### src/design/ettg_pkg.sv
// ettg_pkg: constants, modes and carriers of the test traffic generator.
// assumes one 50 MHz bus clock; one line byte leaves per clock cycle.
package ettg_pkg;
	// register byte offsets
	localparam logic [7:0] OFF_CTRL  = 8'h00;
	localparam logic [7:0] OFF_SIZE  = 8'h04;
	localparam logic [7:0] OFF_STEP  = 8'h08;
	localparam logic [7:0] OFF_DUR   = 8'h0c;
	localparam logic [7:0] OFF_LOAD  = 8'h10;
	localparam logic [7:0] OFF_RAMP  = 8'h14;
	localparam logic [7:0] OFF_BURST = 8'h18;
	localparam logic [7:0] OFF_BGAP  = 8'h1c;
	localparam logic [7:0] OFF_BFRM  = 8'h20;
	localparam logic [7:0] OFF_STAT  = 8'h24;
	localparam logic [7:0] OFF_FRMS  = 8'h28;
	localparam logic [7:0] OFF_DISR  = 8'h2c;
	// control field positions
	localparam int CB_TEST_GO  = 0;
	localparam int CB_GEN_GO   = 1;
	localparam int CB_STOP     = 2;
	localparam int CB_AUTO     = 3;
	localparam int CB_BURST    = 4;
	localparam int CB_DUR      = 5;
	localparam int CB_SIZE     = 7;
	localparam int CB_LRAMP    = 9;
	localparam int CB_RMODE    = 10;
	localparam int CB_BMODE    = 12;
	localparam int CB_BCNT     = 14;
	localparam int CB_MSEC     = 15;
	localparam int CB_SEQ      = 16;
	localparam int CB_LOS      = 17;
	// reset values
	localparam logic [31:0] RST_CTRL = 32'h0000_0000;
	localparam logic [31:0] RST_SIZE = 32'h05dc_0040;
	localparam logic [31:0] RST_STEP = 32'h0001_0001;
	localparam logic [31:0] RST_LOAD = 32'h0030_0030;
	localparam logic [31:0] RST_RAMP = 32'h0001_0004;
	localparam logic [31:0] RST_BRST = 32'h0bb8_05dc;
	localparam logic [31:0] RST_BGAP = 32'h0001_05dc;
	localparam logic [31:0] RST_BFRM = 32'h0001_0040;
	// line figures, gaps kept in quarter bytes
	localparam logic [15:0] IFG_FULL_Q   = 16'h0030;
	localparam logic [15:0] PREAMBLE_B   = 16'h0008;
	localparam logic [15:0] BURST_OVH_B  = 16'h0014;
	// time bases
	localparam int CLK_HZ      = 50_000_000;
	localparam int SEC_TIME_S  = 1;
	localparam int MS_TIME_MS  = 1;
	localparam int CYC_PER_SEC = CLK_HZ * SEC_TIME_S;
	localparam int CYC_PER_MS  = (CLK_HZ / 1000) * MS_TIME_MS;
	typedef enum logic [1:0] {DUR_CONT, DUR_SECS, DUR_FRMS} ettg_dur_t;
	typedef enum logic [1:0] {SZ_CONST, SZ_STEP, SZ_RAND, SZ_INCR} ettg_size_t;
	typedef enum logic [1:0] {RM_KEEP, RM_REPEAT, RM_INVERT} ettg_rmode_t;
	typedef enum logic [1:0] {BM_OFF, BM_CONST, BM_RAMP} ettg_bmode_t;
	typedef enum {ST_IDLE, ST_FRAME, ST_GAP, ST_BGAP} ettg_state_t;
	typedef struct packed {
		logic        sof;
		logic        busy;
		logic [15:0] len;
	} ettg_tx_t;
	typedef struct packed {
		logic        valid;
		logic [31:0] seq;
	} ettg_rx_t;
endpackage

### src/design/ettg_top.sv
// ettg_top: ahb-lite register slave, per-stream frame scheduler, rx checks.
// assumes one byte time per hclk; rx strobes are synchronous to hclk.
//
// What this block does
// - normal mode sends plain frames back to back, never grouped in bursts
// - burst mode sends frames only inside bursts
// - continuous with auto-start begins sending in the test start cycle, but gives no sof if it lands mid-frame
// - load given as gap: 12 bytes is full rate, met on average
// - ramped load steps start to end, holding steps, optional ms units
// - after a ramp: hold end, restart from start, or reverse
// - constant size mode sends the start size all test long
// - stepped size advances by step, each size held given seconds
// - continuous duration wraps stepped sizes back to start forever
// - seconds duration stops sending once total time is up
// - frames duration stops when sent count equals configured number
// - random size mode draws sizes uniformly from start to end
// - incremental mode grows each frame by one byte toward end
// - frame size excludes preamble and gap, added outside it
// - constant bursts use fixed lengths; burst mode off stops stream
// - ramped bursts vary length start to end per ramp mode
// - enabled burst count stops stream after exactly that many bursts
// - inter-burst gap is met as an average over gaps
// - burst length counts each frame as burst frame size plus 20
// - optional sequence number check on received frames
// - packet disruption counted, while los mode is off, when frame number jumps by more than skip
// - loss-of-signal disruption counted on each loss event
`timescale 1ns/1ps
module ettg_top #(
	parameter int SEC_CYC = ettg_pkg::CYC_PER_SEC,
	parameter int MS_CYC  = ettg_pkg::CYC_PER_MS
) (
	// clock and reset
	input  wire logic               hclk,
	input  wire logic               hresetn,
	// ahb-lite slave
	input  wire logic               hsel,
	input  wire logic [31:0]        haddr,
	input  wire logic [1:0]         htrans,
	input  wire logic               hwrite,
	input  wire logic [2:0]         hsize,
	input  wire logic               hready,
	input  wire logic [31:0]        hwdata,
	output logic [31:0]             hrdata,
	output logic                    hreadyout,
	output logic                    hresp,
	// line side
	output ettg_pkg::ettg_tx_t      tx,
	input  wire ettg_pkg::ettg_rx_t rx,
	input  wire logic               rx_los,
	// status
	output logic                    gen_running
);
	logic [31:0] ctrl_ff, size_ff, step_ff, dur_ff, load_ff, ramp_ff;
	logic [31:0] brst_ff, bgap_ff, bfrm_ff;
	logic [31:0] frames_ff, secs_ff, bursts_ff;
	logic [15:0] disr_ff, seqerr_ff;
	logic        wr_pend_ff;
	logic [7:0]  wr_addr_ff;
	logic        go_pulse, stop_req, stop_ff;
	ettg_pkg::ettg_state_t state_ff;
	logic        run_ff;
	logic [15:0] cnt_ff, cur_size_ff, cur_gap_ff, cur_blen_ff;
	logic [15:0] lfsr_ff, brem_ff;
	logic [1:0]  gap_frac_ff, bgap_frac_ff;
	logic        ldir_ff, bdir_ff;
	logic [31:0] sec_cnt_ff, ms_cnt_ff;
	logic        sec_tick, ms_tick;
	logic [15:0] lstep_cnt_ff, sstep_cnt_ff;
	logic [31:0] last_seq_ff;
	logic        seq_seen_ff, los_d_ff;
	ettg_pkg::ettg_tx_t nxt_tx;

	wire ettg_pkg::ettg_dur_t   dmode = ettg_pkg::ettg_dur_t'(ctrl_ff[6:5]);
	wire ettg_pkg::ettg_size_t  smode = ettg_pkg::ettg_size_t'(ctrl_ff[8:7]);
	wire ettg_pkg::ettg_rmode_t rmode =
		ettg_pkg::ettg_rmode_t'(ctrl_ff[11:10]);
	wire ettg_pkg::ettg_bmode_t bmode =
		ettg_pkg::ettg_bmode_t'(ctrl_ff[13:12]);
	wire burst_on = ctrl_ff[ettg_pkg::CB_BURST];

	// one ramp step toward the current target; returns {dir, value}
	function automatic logic [16:0] ramp_next(input logic [15:0] cur,
			input logic [15:0] lo, input logic [15:0] hi,
			input logic [15:0] step, input ettg_pkg::ettg_rmode_t m,
			input logic dir);
		logic [15:0] tgt;
		logic [16:0] res;
		tgt = dir ? lo : hi;
		res = {dir, cur};
		if (cur == tgt) begin
			if (m == ettg_pkg::RM_REPEAT)
				res = {1'b0, lo};
			else if (m == ettg_pkg::RM_INVERT)
				res = {~dir, cur};
		end else if (tgt > cur) begin
			res = {dir, (tgt - cur > step) ? 16'(cur + step) : tgt};
		end else begin
			res = {dir, (cur - tgt > step) ? 16'(cur - step) : tgt};
		end
		return res;
	endfunction

	// quarter-byte gap plus carried error; returns {whole bytes, new frac}
	function automatic logic [17:0] gap_acc(input logic [15:0] gq,
			input logic [1:0] frac);
		logic [16:0] s;
		s = {1'b0, gq} + {15'h0000, frac};
		return {1'b0, s};
	endfunction

	// smallest all-ones mask covering the span
	function automatic logic [15:0] span_mask(input logic [15:0] v);
		logic [15:0] m;
		m = v;
		m = m | (m >> 1);
		m = m | (m >> 2);
		m = m | (m >> 4);
		m = m | (m >> 8);
		return m;
	endfunction

	// ahb-lite: zero wait states, read data latched in the address phase
	wire addr_ok = hsel && hready && htrans[1];
	always_ff @(posedge hclk or negedge hresetn) begin
		if (!hresetn) begin
			wr_pend_ff <= 1'b0;
			wr_addr_ff <= 8'h00;
			hrdata     <= 32'h0000_0000;
			hreadyout  <= 1'b1;
			hresp      <= 1'b0;
		end else begin
			wr_pend_ff <= addr_ok && hwrite;
			wr_addr_ff <= haddr[7:0];
			hreadyout  <= 1'b1;
			hresp      <= 1'b0;
			if (addr_ok && !hwrite) begin
				if (haddr[7:0] == ettg_pkg::OFF_CTRL)
					hrdata <= ctrl_ff;
				else if (haddr[7:0] == ettg_pkg::OFF_SIZE)
					hrdata <= size_ff;
				else if (haddr[7:0] == ettg_pkg::OFF_STEP)
					hrdata <= step_ff;
				else if (haddr[7:0] == ettg_pkg::OFF_DUR)
					hrdata <= dur_ff;
				else if (haddr[7:0] == ettg_pkg::OFF_LOAD)
					hrdata <= load_ff;
				else if (haddr[7:0] == ettg_pkg::OFF_RAMP)
					hrdata <= ramp_ff;
				else if (haddr[7:0] == ettg_pkg::OFF_BURST)
					hrdata <= brst_ff;
				else if (haddr[7:0] == ettg_pkg::OFF_BGAP)
					hrdata <= bgap_ff;
				else if (haddr[7:0] == ettg_pkg::OFF_BFRM)
					hrdata <= bfrm_ff;
				else if (haddr[7:0] == ettg_pkg::OFF_STAT)
					hrdata <= {cur_size_ff, 15'h0000, run_ff};
				else if (haddr[7:0] == ettg_pkg::OFF_FRMS)
					hrdata <= frames_ff;
				else if (haddr[7:0] == ettg_pkg::OFF_DISR)
					hrdata <= {seqerr_ff, disr_ff};
				else
					hrdata <= 32'h0000_0000;
			end
		end
	end

	wire wr_ctrl = wr_pend_ff && wr_addr_ff == ettg_pkg::OFF_CTRL;
	// go/stop bits are self-clearing strobes, never stored
	assign go_pulse = wr_ctrl && (hwdata[ettg_pkg::CB_GEN_GO] ||
		(hwdata[ettg_pkg::CB_TEST_GO] && hwdata[ettg_pkg::CB_AUTO] &&
		hwdata[6:5] == 2'(ettg_pkg::DUR_CONT)));
	assign stop_req = wr_ctrl && hwdata[ettg_pkg::CB_STOP];
	// first frame sized from the start write, not from stale mode state
	wire [15:0] go_size = hwdata[ettg_pkg::CB_BURST] ? bfrm_ff[15:0] :
		size_ff[15:0];

	// a stop strobe that lands mid-frame is held until the next gap
	always_ff @(posedge hclk or negedge hresetn) begin
		if (!hresetn)
			stop_ff <= 1'b0;
		else if (go_pulse)
			stop_ff <= 1'b0;
		else if (stop_req)
			stop_ff <= 1'b1;
		else if (state_ff == ettg_pkg::ST_IDLE)
			stop_ff <= 1'b0;
	end

	always_ff @(posedge hclk or negedge hresetn) begin
		if (!hresetn) begin
			ctrl_ff <= ettg_pkg::RST_CTRL;
			size_ff <= ettg_pkg::RST_SIZE;
			step_ff <= ettg_pkg::RST_STEP;
			dur_ff  <= 32'h0000_0000;
			load_ff <= ettg_pkg::RST_LOAD;
			ramp_ff <= ettg_pkg::RST_RAMP;
			brst_ff <= ettg_pkg::RST_BRST;
			bgap_ff <= ettg_pkg::RST_BGAP;
			bfrm_ff <= ettg_pkg::RST_BFRM;
		end else if (wr_pend_ff) begin
			if (wr_addr_ff == ettg_pkg::OFF_CTRL)
				ctrl_ff <= {14'h0000, hwdata[17:3], 3'b000};
			else if (wr_addr_ff == ettg_pkg::OFF_SIZE)
				size_ff <= hwdata;
			else if (wr_addr_ff == ettg_pkg::OFF_STEP)
				step_ff <= hwdata;
			else if (wr_addr_ff == ettg_pkg::OFF_DUR)
				dur_ff <= hwdata;
			else if (wr_addr_ff == ettg_pkg::OFF_LOAD)
				load_ff <= hwdata;
			else if (wr_addr_ff == ettg_pkg::OFF_RAMP)
				ramp_ff <= hwdata;
			else if (wr_addr_ff == ettg_pkg::OFF_BURST)
				brst_ff <= hwdata;
			else if (wr_addr_ff == ettg_pkg::OFF_BGAP)
				bgap_ff <= hwdata;
			else if (wr_addr_ff == ettg_pkg::OFF_BFRM)
				bfrm_ff <= hwdata;
		end
	end

	// time bases restart with every generator start
	assign sec_tick = run_ff && sec_cnt_ff == 32'(SEC_CYC - 1);
	assign ms_tick  = run_ff && ms_cnt_ff == 32'(MS_CYC - 1);
	always_ff @(posedge hclk or negedge hresetn) begin
		if (!hresetn) begin
			sec_cnt_ff <= 32'h0000_0000;
			ms_cnt_ff  <= 32'h0000_0000;
			secs_ff    <= 32'h0000_0000;
		end else if (go_pulse || !run_ff) begin
			sec_cnt_ff <= 32'h0000_0000;
			ms_cnt_ff  <= 32'h0000_0000;
			if (go_pulse)
				secs_ff <= 32'h0000_0000;
		end else begin
			sec_cnt_ff <= sec_tick ? 32'h0000_0000 : sec_cnt_ff + 32'h1;
			ms_cnt_ff  <= ms_tick ? 32'h0000_0000 : ms_cnt_ff + 32'h1;
			if (sec_tick)
				secs_ff <= secs_ff + 32'h1;
		end
	end

	// end of traffic by time, frame count, burst count or burst mode off
	wire time_up   = dmode == ettg_pkg::DUR_SECS && secs_ff >= dur_ff;
	wire frame_end = state_ff == ettg_pkg::ST_FRAME && cnt_ff == 16'h0001;
	wire frms_up   = dmode == ettg_pkg::DUR_FRMS &&
		frames_ff + 32'h1 >= dur_ff;
	wire bcnt_up   = ctrl_ff[ettg_pkg::CB_BCNT] &&
		bursts_ff + 32'h1 >= {16'h0000, bgap_ff[31:16]};
	wire need_stop = stop_req || stop_ff || time_up ||
		(burst_on && bmode == ettg_pkg::BM_OFF);

	// ramp and size stepping
	wire lstep_tick = ctrl_ff[ettg_pkg::CB_MSEC] ? ms_tick : sec_tick;
	wire [16:0] lramp = ramp_next(cur_gap_ff, load_ff[15:0],
		load_ff[31:16], ramp_ff[15:0], rmode, ldir_ff);
	wire [16:0] bramp = ramp_next(cur_blen_ff, brst_ff[15:0],
		brst_ff[31:16], ramp_ff[15:0], rmode, bdir_ff);
	wire [15:0] span = 16'(size_ff[31:16] - size_ff[15:0]);
	wire [15:0] cand = lfsr_ff & span_mask(span);
	wire        cand_ok = cand <= span;

	always_ff @(posedge hclk or negedge hresetn) begin
		if (!hresetn)
			lfsr_ff <= 16'hace1;
		else
			lfsr_ff <= {lfsr_ff[14:0], lfsr_ff[15] ^ lfsr_ff[13] ^
				lfsr_ff[12] ^ lfsr_ff[10]};
	end

	always_ff @(posedge hclk or negedge hresetn) begin
		if (!hresetn) begin
			cur_gap_ff   <= ettg_pkg::IFG_FULL_Q;
			ldir_ff      <= 1'b0;
			lstep_cnt_ff <= 16'h0000;
		end else if (go_pulse) begin
			cur_gap_ff   <= load_ff[15:0];
			ldir_ff      <= 1'b0;
			lstep_cnt_ff <= 16'h0000;
		end else if (ctrl_ff[ettg_pkg::CB_LRAMP] && lstep_tick) begin
			if (lstep_cnt_ff + 16'h1 >= ramp_ff[31:16]) begin
				lstep_cnt_ff <= 16'h0000;
				{ldir_ff, cur_gap_ff} <= lramp;
			end else begin
				lstep_cnt_ff <= lstep_cnt_ff + 16'h1;
			end
		end else if (!ctrl_ff[ettg_pkg::CB_LRAMP]) begin
			cur_gap_ff <= load_ff[15:0];
		end
	end

	// last idle byte also decides the start, so a load of n gives n idles
	wire gap_last  = cnt_ff <= 16'h0001;
	wire size_pick = (state_ff == ettg_pkg::ST_GAP ||
		state_ff == ettg_pkg::ST_BGAP) && gap_last;
	always_ff @(posedge hclk or negedge hresetn) begin
		if (!hresetn) begin
			cur_size_ff  <= ettg_pkg::RST_SIZE[15:0];
			sstep_cnt_ff <= 16'h0000;
		end else if (go_pulse) begin
			cur_size_ff  <= size_ff[15:0];
			sstep_cnt_ff <= 16'h0000;
		end else if (smode == ettg_pkg::SZ_CONST) begin
			cur_size_ff <= size_ff[15:0];
		end else if (smode == ettg_pkg::SZ_STEP && sec_tick) begin
			if (sstep_cnt_ff + 16'h1 >= step_ff[31:16]) begin
				sstep_cnt_ff <= 16'h0000;
				if (cur_size_ff + step_ff[15:0] > size_ff[31:16])
					cur_size_ff <= size_ff[15:0];
				else
					cur_size_ff <= 16'(cur_size_ff + step_ff[15:0]);
			end else begin
				sstep_cnt_ff <= sstep_cnt_ff + 16'h1;
			end
		end else if (smode == ettg_pkg::SZ_RAND && size_pick && cand_ok) begin
			cur_size_ff <= 16'(size_ff[15:0] + cand);
		end else if (smode == ettg_pkg::SZ_INCR && frame_end) begin
			cur_size_ff <= (cur_size_ff >= size_ff[31:16]) ?
				size_ff[15:0] : 16'(cur_size_ff + 16'h1);
		end
	end

	// a random pick waits for an in-range draw so no size is favoured
	wire pick_ok = smode != ettg_pkg::SZ_RAND || cand_ok;
	wire [15:0] fsize = burst_on ? bfrm_ff[15:0] : cur_size_ff;
	wire [17:0] ngap = gap_acc(cur_gap_ff < ettg_pkg::IFG_FULL_Q ?
		ettg_pkg::IFG_FULL_Q : cur_gap_ff, gap_frac_ff);
	wire [17:0] nbgap = gap_acc(bgap_ff[15:0], bgap_frac_ff);

	// scheduler: frame bytes, then idle bytes, bursts bounded by brem
	always_ff @(posedge hclk or negedge hresetn) begin
		if (!hresetn) begin
			state_ff     <= ettg_pkg::ST_IDLE;
			run_ff       <= 1'b0;
			cnt_ff       <= 16'h0000;
			gap_frac_ff  <= 2'b00;
			bgap_frac_ff <= 2'b00;
			brem_ff      <= 16'h0000;
			cur_blen_ff  <= 16'h0000;
			bdir_ff      <= 1'b0;
			frames_ff    <= 32'h0000_0000;
			bursts_ff    <= 32'h0000_0000;
		end else if (go_pulse) begin
			// start goes straight to the first frame byte
			state_ff     <= ettg_pkg::ST_FRAME;
			run_ff       <= 1'b1;
			cnt_ff       <= 16'(go_size + ettg_pkg::PREAMBLE_B);
			gap_frac_ff  <= 2'b00;
			bgap_frac_ff <= 2'b00;
			cur_blen_ff  <= brst_ff[15:0];
			brem_ff      <= brst_ff[15:0];
			bdir_ff      <= 1'b0;
			frames_ff    <= 32'h0000_0000;
			bursts_ff    <= 32'h0000_0000;
		end else begin
			case (state_ff)
			ettg_pkg::ST_IDLE: begin
				run_ff <= 1'b0;
			end
			ettg_pkg::ST_FRAME: begin
				cnt_ff <= 16'(cnt_ff - 16'h1);
				if (cnt_ff == 16'h0001) begin
					frames_ff <= frames_ff + 32'h1;
					brem_ff   <= 16'(brem_ff - fsize -
						ettg_pkg::BURST_OVH_B);
					if (frms_up) begin
						state_ff <= ettg_pkg::ST_IDLE;
					end else if (burst_on && 16'(brem_ff - fsize -
							ettg_pkg::BURST_OVH_B) <
							16'(fsize + ettg_pkg::BURST_OVH_B)) begin
						bursts_ff <= bursts_ff + 32'h1;
						if (bcnt_up) begin
							state_ff <= ettg_pkg::ST_IDLE;
						end else begin
							state_ff     <= ettg_pkg::ST_BGAP;
							cnt_ff       <= nbgap[17:2];
							bgap_frac_ff <= nbgap[1:0];
						end
					end else begin
						// inside a burst frames go at full rate
						state_ff    <= ettg_pkg::ST_GAP;
						cnt_ff      <= burst_on ? 16'(ettg_pkg::IFG_FULL_Q >> 2)
							: ngap[17:2];
						gap_frac_ff <= burst_on ? gap_frac_ff : ngap[1:0];
					end
				end
			end
			default: begin
				if (cnt_ff != 16'h0000)
					cnt_ff <= 16'(cnt_ff - 16'h1);
				if (need_stop) begin
					state_ff <= ettg_pkg::ST_IDLE;
				end else if (gap_last && pick_ok) begin
					state_ff <= ettg_pkg::ST_FRAME;
					cnt_ff   <= 16'(fsize + ettg_pkg::PREAMBLE_B);
					if (state_ff == ettg_pkg::ST_BGAP) begin
						if (bmode == ettg_pkg::BM_RAMP) begin
							{bdir_ff, cur_blen_ff} <= bramp;
							brem_ff <= bramp[15:0];
						end else begin
							cur_blen_ff <= brst_ff[15:0];
							brem_ff     <= brst_ff[15:0];
						end
					end
				end
			end
			endcase
		end
	end

	always_comb begin
		nxt_tx.sof  = state_ff != ettg_pkg::ST_FRAME && go_pulse;
		nxt_tx.busy = go_pulse || (state_ff == ettg_pkg::ST_FRAME &&
			cnt_ff != 16'h0001);
		nxt_tx.len  = go_pulse ? go_size : fsize;
		if (!go_pulse && !need_stop && pick_ok && gap_last &&
				(state_ff == ettg_pkg::ST_GAP ||
				state_ff == ettg_pkg::ST_BGAP)) begin
			nxt_tx.sof  = 1'b1;
			nxt_tx.busy = 1'b1;
		end
	end

	always_ff @(posedge hclk or negedge hresetn) begin
		if (!hresetn) begin
			tx          <= '0;
			gen_running <= 1'b0;
		end else begin
			tx          <= nxt_tx;
			gen_running <= go_pulse || (run_ff &&
				state_ff != ettg_pkg::ST_IDLE);
		end
	end

	// receive checks
	wire [31:0] seq_jump = rx.seq - last_seq_ff;
	always_ff @(posedge hclk or negedge hresetn) begin
		if (!hresetn) begin
			last_seq_ff <= 32'h0000_0000;
			seq_seen_ff <= 1'b0;
			los_d_ff    <= 1'b0;
			disr_ff     <= 16'h0000;
			seqerr_ff   <= 16'h0000;
		end else begin
			los_d_ff <= rx_los;
			if (rx.valid) begin
				last_seq_ff <= rx.seq;
				seq_seen_ff <= 1'b1;
			end
			if (ctrl_ff[ettg_pkg::CB_SEQ] && rx.valid && seq_seen_ff &&
					seq_jump != 32'h1)
				seqerr_ff <= seqerr_ff + 16'h1;
			if (ctrl_ff[ettg_pkg::CB_LOS]) begin
				if (rx_los && !los_d_ff)
					disr_ff <= disr_ff + 16'h1;
			end else if (rx.valid && seq_seen_ff && seq_jump >=
					{16'h0000, bfrm_ff[31:16]} + 32'h1) begin
				disr_ff <= disr_ff + 16'h1;
			end
		end
	end
endmodule

### config.mk
export PLATFORM = sky130hd
export DESIGN_NAME = ettg_top
export DESIGN_NICKNAME = d
export VERILOG_FILES = /design/src/design/ettg_pkg.sv /design/src/design/ettg_top.sv
export SDC_FILE = /design/constraint.sdc
export NUM_CORES = 2
export LEC_CHECK = 0
export ABC_AREA = 1
export BUFFER_PORTS_ARGS = -buffer_cell sky130_fd_sc_hd__clkbuf_2
export CORE_MARGIN = 1
export CORE_UTILIZATION = 55
export DETAILED_ROUTE_END_ITERATION = 10
export GPL_TIMING_DRIVEN = 0
export PLACE_DENSITY = 0.8
export SLEW_MARGIN = 0
export SYNTH_ARGS = -nofsm -noshare
export SYNTH_HDL_FRONTEND = slang
export SYNTH_SLANG_ARGS = --single-unit
### constraint.sdc
create_clock -name hclk -period 5.4 [get_ports hclk]
set_input_delay 1.08 -clock hclk [delete_from_list [all_inputs] [get_ports hclk]]
set_output_delay 1.08 -clock hclk [all_outputs]
set_load 0.01 [all_outputs]
; Word level (Yosys, flattened, before mapping)
; Cells that the tools add are included.
[op_classes]
multipliers = 0
shifts = 0
div = 0
bitwise_logic = 18
reduce_logical = 104
muxes = 122
n_lt_le_gt_ge = 18
addsub = 31
eq_ne = 56
[ops]
columns = operator, count
row1 = 32-bit 2-to-1 mux, 33
row2 = 16-bit 2-to-1 mux, 50
row3 = 32-bit by 1-bit adder with 32-bit output (second input constant), 5
row4 = 16-bit subtractor, 8
row5 = 16-bit > comparator, 7
row6 = 17-bit 2-to-1 mux, 6
row7 = 16-bit by 1-bit adder with 16-bit output (second input constant), 5
row8 = 16-bit adder, 4
row9 = 32-bit by 3-bit equality test with 1-bit output (second input constant), 2
row10 = 8-bit by 5-bit equality test with 1-bit output (second input constant), 8
row11 = 32-bit greater-or-equal comparator, 2
row12 = 32-bit zero test, 2
row13 = 16-bit case mux with 2 select lines, 2
row14 = 32-bit case mux with 2 select lines, 1
row15 = 16-bit greater-or-equal comparator, 3
row16 = 8-bit by 6-bit equality test with 1-bit output (second input constant), 5
row17 = 1-bit logical AND, 37
row18 = 16-bit by 2-bit adder with 17-bit output, 2
row19 = 16-bit by 4-bit adder with 16-bit output (second input constant), 2
row20 = 16-bit equality test, 2
row21 = 32-bit by 1-bit equality test with 1-bit output (second input constant), 1
row22 = 32-bit by 16-bit equality test with 1-bit output (second input constant), 1
row23 = 32-bit by 2-bit equality test with 1-bit output (second input constant), 1
row24 = 32-bit by 26-bit equality test with 1-bit output (second input constant), 1
row25 = 56 further kinds, 159
[word_totals]
memories = 0
rom_bits = 0
word_cells = 390
in_bits = 108
reg_bits = 725
out_inout_bits = 53
latch_bits = 0
mem_bits_rw = 0

; Logic depth before layout (Yosys ltp)
[depth]
word_depth = 13
ltp_mapped = 40
ltp_nobuf = 40

; Worst setup path before layout
; OpenSTA, ideal clock, no wires.
[synth_timing]
path_kind = register to register
start = register ctrl_ff[4]
end = register cnt_ff[15]
path_stages_with_launch = 33
setup_slack_ns = 0.753
arrival_ns = 4.570
period_less_slack_ns = 4.647
n_path_buf = 4
setup_ns = 0.077
cell_sequence = dfrtp_1 buf_2 buf_2 clkbuf_1 nand2_1 o21ai_0 ha_1 inv_1 ha_1 inv_1 fa_1 nor2_1 a211oi_1 o21bai_1 a21o_1 nand2_1 nand2_1 nand3_1 nand3_1 and2_1 ha_1 a21oi_1 o21ai_0 a21oi_1 nand3_1 clkinv_1 nand3_1 nand2_2 buf_2 nand3_1 nand2_1 nand2_1 a21oi_1
[synth_between]
elab_chain_cells = 10
elab_cells_between_ends = 16
classes_between = add/sub: 4 / order compare: 1 / mux: 8 / reduce/logical: 3
[synth_lines]
columns = item, line
row1 = "start, declared", ettg_top.sv:53  ; logic [31:0] ctrl_ff, size_ff, step_ff, dur_ff, load_ff, ramp_ff;
row2 = "start signal, assigned", ettg_top.sv:191  ; ctrl_ff <= ettg_pkg::RST_CTRL;
row3 = "start signal, assigned", ettg_top.sv:202  ; ctrl_ff <= {14'h0000, hwdata[17:3], 3'b000};
row4 = 16-bit 2-to-1 mux, ettg_top.sv:325  ; wire [15:0] fsize = burst_on ? bfrm_ff[15:0] : cur_size_ff;
row5 = 16-bit subtractor, ettg_top.sv:368  ; end else if (burst_on && 16'(brem_ff - fsize -
row6 = 16-bit by 5-bit subtractor with 16-bit output, ettg_top.sv:368
row7 = 16-bit less-than comparator, ettg_top.sv:369  ; ettg_pkg::BURST_OVH_B) <
row8 = 1-bit logical AND, ettg_top.sv:368
row9 = 16-bit 2-to-1 mux, ettg_top.sv:368
row10 = 16-bit 2-to-1 mux, ettg_top.sv:366  ; if (frms_up) begin
row11 = 16-bit 2-to-1 mux, ettg_top.sv:362  ; if (cnt_ff == 16'h0001) begin
row12 = 16-bit case mux with 2 select lines (*), ettg_top.sv:356  ; case (state_ff)
row13 = 16-bit 2-to-1 mux (*), ettg_top.sv:343  ; end else if (go_pulse) begin
row14 = "end signal, assigned", ettg_top.sv:347  ; cnt_ff <= 16'(go_size + ettg_pkg::PREAMBLE_B);
row15 = "end signal, assigned", ettg_top.sv:361  ; cnt_ff <= 16'(cnt_ff - 16'h1);
row16 = "end signal, assigned", ettg_top.sv:376  ; cnt_ff <= nbgap[17:2];
row17 = "end, declared", ettg_top.sv:62  ; logic [15:0] cnt_ff, cur_size_ff, cur_gap_ff, cur_blen_ff;
; Every way passes the cells marked *; elsewhere a longest branch is shown, timed or not.
; A chain may end at the register's enable or synchronous reset.

; Worst setup path after layout
[layout_timing]
start = register cur_size_ff[12]
end = register bursts_ff[18]
[layout_between]
elab_chain_cells = 7
elab_cells_between_ends = 8
classes_between = add/sub: 3 / order compare: 1 / mux: 1 / reduce/logical: 3
[layout_lines]
columns = item, line
row1 = "start, declared", ettg_top.sv:62
row2 = "start signal, assigned", ettg_top.sv:298  ; cur_size_ff <= ettg_pkg::RST_SIZE[15:0];
row3 = "start signal, assigned", ettg_top.sv:301  ; cur_size_ff <= size_ff[15:0];
row4 = "start signal, assigned", ettg_top.sv:304  ; cur_size_ff <= size_ff[15:0];
row5 = 16-bit 2-to-1 mux (*), ettg_top.sv:325
row6 = 16-bit subtractor, ettg_top.sv:368
row7 = 16-bit by 5-bit subtractor with 16-bit output, ettg_top.sv:368
row8 = 16-bit less-than comparator (*), ettg_top.sv:369
row9 = 1-bit logical AND (*), ettg_top.sv:368
row10 = 2-bit nonzero test (no source line) (*), --
row11 = 4-bit AND reduction (no source line) (*), --
row12 = "end signal, assigned", ettg_top.sv:371  ; bursts_ff <= bursts_ff + 32'h1;
row13 = "end, declared", ettg_top.sv:55  ; logic [31:0] frames_ff, secs_ff, bursts_ff;
; Marked as above.

==> flow_metrics.tcl <==
set metrics [dict create \
    status "finished, final reports clean" \
    finalCritPeriodShare_pct 98.6 \
    initial_core_util_pct 55.6 \
    hold_violations 0 \
    power_density_nw_per_um2 294 \
    rsz0062_at_grt "true" \
    cts.clk_slew.worst_paths_ns 0.07 \
    gr-total-overflow 0 \
    grt_max_degree 110 \
    synth_top_family_by_area "simple AND/OR/NAND/NOR gates" \
    cts_made_buffers 82 \
    cts_root_buf "clkbuf_16" \
    vdd_drop_max_mv 0.330 \
    nNetsFinal 8951 \
    fp.dieH_um 323 \
    grt_antenna_before_repair 17 \
    synthTopCellsByCount "nand2_1, inv_1, o21ai_0" \
    p_sw_share_pct 39.6 \
    leakagePower_nw 32.3 \
    drive_gt1_share_pct 8.05 \
    hpwlAfterDp_mm 193 \
    syn_avg_cell_area_um2 7.04 \
    drv_slew 0 \
    whs_path_depth 0 \
    synth_edf_count 0 \
    postPlaceCellArea_um2 59300 \
    pin_count 161 \
    gp_routability_congestion 1.09 \
    cp_top_family "compound AO/OA/AOI/OAI gates" \
    grt_pass1_wl_mm 354 \
    ys_ff_latch 695 \
    rr_startpoint "cur_size_ff[12]$_DFFE_PN0P_" \
    antenna_left 0 \
    die-area_um2 105000 \
    muxShareOfSynthArea_pct 0 \
    setup_tns_ns 0 \
    drt_wl_total_mm 244 \
    cp_max_fo 10 \
    drt_iter0_drc 8227 \
    clk_latency_ns 0.71 \
    clockPowerShare_pct 32.6 \
    synth-async-reset-ratio_pct 100 \
    grtUsageMet3_pct 11.2 \
    row_count 117 \
    clk_path_buf_depth 3 \
    r2r_cells 20 \
    worst-path-buf-inv 6 \
    crit_chain "o21ai_1, inv_1, ha_1, inv_1, ha_1, inv_1, nor3_1, nand3_1, a21o_1, nand2_1, ha_1, nand2_1, o21ai_0, a21oi_2, nand3_2, buf_4, o21ai_0, buf_4, buf_2, o22ai_1" \
    critPathKind "reg -> reg" \
    ys_top_cells_by_area "dfrtp_1, nand2_1, ha_1" \
    synth_xor_area_share_pct 5.82 \
    max_freq_ghz 0.188 \
    synth_top_cell_by_area "dfrtp_1" \
    met1_usage_pct 60.1 \
    syn2layout_area_growth_pct 11.0 \
    synth_top_area_share_pct 28.4 \
    hp-start "lfsr_ff[5]$_DFF_PN1_" \
    synth_warnings 0 \
    top_usage_layer "met2" \
    internal_power_mw 11.2 \
    net-switching-power_mw 7.32 \
    rr_endpoint "bursts_ff[18]$_DFFE_PN0P_" \
    hp-class "reg -> reg" \
    nFillCells 9545 \
    pre_cts_slack_ns -1.16 \
    grt_pass1_vias 55300 \
    drc 0 \
    fp.coreArea_um2 102000 \
    synthDistinctLibCells 69 \
    h-tree-depth 3 \
    grt_use_met2_pct 66.7 \
    synthCells 8069 \
    synthSimpleGateAreaFrac_pct 25.2 \
    cp_slowest_cell "o21ai_1" \
    total_power_mw 18.5 \
    fp.dieW_um 323 \
    routedWlPerCell_um 25.0 \
    synth_most_common_cell "nand2_1" \
    cp.required_ns 5.95 \
    slew-limit-headroom_pct 6.26 \
    cts.sinks 695 \
    final_cell_area_um2 63000 \
    synth_flop_cell "dfrtp_1" \
    synth-adder-area-share_pct 11.6 \
    postCtsHoldBufs 0 \
    final_util_pct 61.8 \
    worst_pin_slew_ns 1.41 \
    ys_seq_area_share_pct 30.7 \
    port_buffers 129 \
    cts_tree "built" \
    place_inst 9573 \
    final_cells 9773 \
    pwr-share-comb_pct 35.7 \
    via_per_inst 6.19 \
    synth-compound-area-share_pct 17.5 \
    maxCapViolations 0 \
    crit_path_start_kind "flop" \
    finClkSkew_ns 0.0370 \
    grt_util_all_layers_pct 45.9 \
    min_period_ns 5.32 \
    cp_slowest_stage_delay_ns 0.86 \
    pwr-share-seq_pct 31.8 \
    cp-end-kind "flop" \
    vias 60500 \
    setup-violations-final 0 \
    drtPass1Iterations 7 \
    syn-cell-area_um2 56800 \
    whs_endpoint "lfsr_ff[6]$_DFF_PN1_" \
    holdWs_ns 0.367 \
    syn_nets 8695 \
    setup_ws_ns 0.0763 \
    cp_data_arrival_time_ns 5.87 \
    r2r_slack_ns 0.08 \
]
worst reg2reg max path, delay by kind of cell, from the launching register on:
family,cells,cell delay (ns)
AO/OA/AOI/OAI,6,1.70
adder cells (fa/ha/maj),3,0.92
buffers and inverters,6,1.09
flip-flops,1,0.65
AND/OR/NAND/NOR,5,0.81
sequential cells by signal, summed over array words and instances (netlist names), 18 cells and up:
signal       count
size_ff         32
step_ff         32
load_ff         32
bursts_ff       32
sec_cnt_ff      32
tx              18
secs_ff         32
ramp_ff         32
brst_ff         32
frames_ff       32
last_seq_ff     32
dur_ff          32
bfrm_ff         32
ms_cnt_ff       32
hrdata          32
bgap_ff         32
power groups by stage:
stage | combinational (mW) | sequential (mW) | clock, mW
after floorplan | 4.25 | 5.80 | 0
after global placement | 5.95 | 5.95 | 0
after detailed placement | 6.08 | 5.95 | 0
after CTS | 6.27 | 5.86 | 6.00
after global routing | 7.25 | 5.89 | 6.19
final | 6.60 | 5.88 | 6.03
worst max-delay path by stage:
stage | start | to | slack, ns | cells past startpoint
after CTS | size_ff[16]$_DFFE_PN0P_ | cur_size_ff[12]$_DFFE_PN0P_ | 0.005 | 28
after global placement | hresetn | cur_blen_ff[11]$_DFFE_PN0P_ | -13.47 | 1
after floorplan | ctrl_ff[4]$_DFFE_PN0P_ | cnt_ff[15]$_DFFE_PN0N_ | 0.75 | 32
after detailed placement | size_ff[0]$_DFFE_PN0P_ | cur_blen_ff[0]$_DFFE_PN0P_ | -1.16 | 34
after global routing | size_ff[16]$_DFFE_PN0P_ | brem_ff[2]$_DFFE_PN0P_ | -0.13 | 40
final | cur_size_ff[12]$_DFFE_PN0P_ | bursts_ff[18]$_DFFE_PN0P_ | 0.08 | 20
final cells by class:
| type | count | area (um^2) | share of cell area (%) |
|---|---|---|---|
| multi-input cells | 6031 | 34600 | 54.9 |
| flip-flops and latches | 695 | 17500 | 27.7 |
| clock buffers | 120 | 2380 | 3.77 |
| inverters | 1086 | 4090 | 6.48 |
| diodes | 10 | 25.0 | 0.0397 |
| repair buffers | 172 | 1100 | 1.74 |
| well taps | 1368 | 1710 | 2.72 |
| clock inverters | 34 | 487 | 0.772 |
| plain buffers | 257 | 1170 | 1.85 |
cells in the final DEF, fill, tap and decap left out, drive strengths merged, types with 19 or more instances in the layout:
cell type  count
nand2       1937
inv         1085
o21ai        807
dfrtp        644
nor2         575
a21oi        561
ha           503
clkbuf       435
nand3        424
xor2         311
nor3         187
o211ai       137
nand4        126
buf          114
o22ai         68
xnor2         66
nor4          57
dfstp         51
a31oi         35
o21a          28
clkinv        22
a21o          21
o2111ai       21
o21bai        19
per-layer routing:
metal  vias up  wire length [um]
met5         -               108
met4        12             20100
met3       904             28600
met2      3740            101000
met1     28500             94900
li1      27400                 -
logic make-up after synthesis:
family | count (synthesis)
and+or+nand+nor | 3355
other | 2
AOI/OAI and AO/OA | 1779
buffers and inverters | 1343
adders and majority gates | 518
xor gates and xnor gates | 377
DFF | 695
timing repair:
| item | in CTS | in global routing |
|---|---|---|
| setup endpoints to repair | 119 | 119 |
| pin swaps | 3 | 18 |
| gates cloned | 0 | 0 |
| gates resized for setup | 90 | 130 |
| setup buffers | 7 | 29 |
Note: power is estimated with default switching activity, not from simulation.
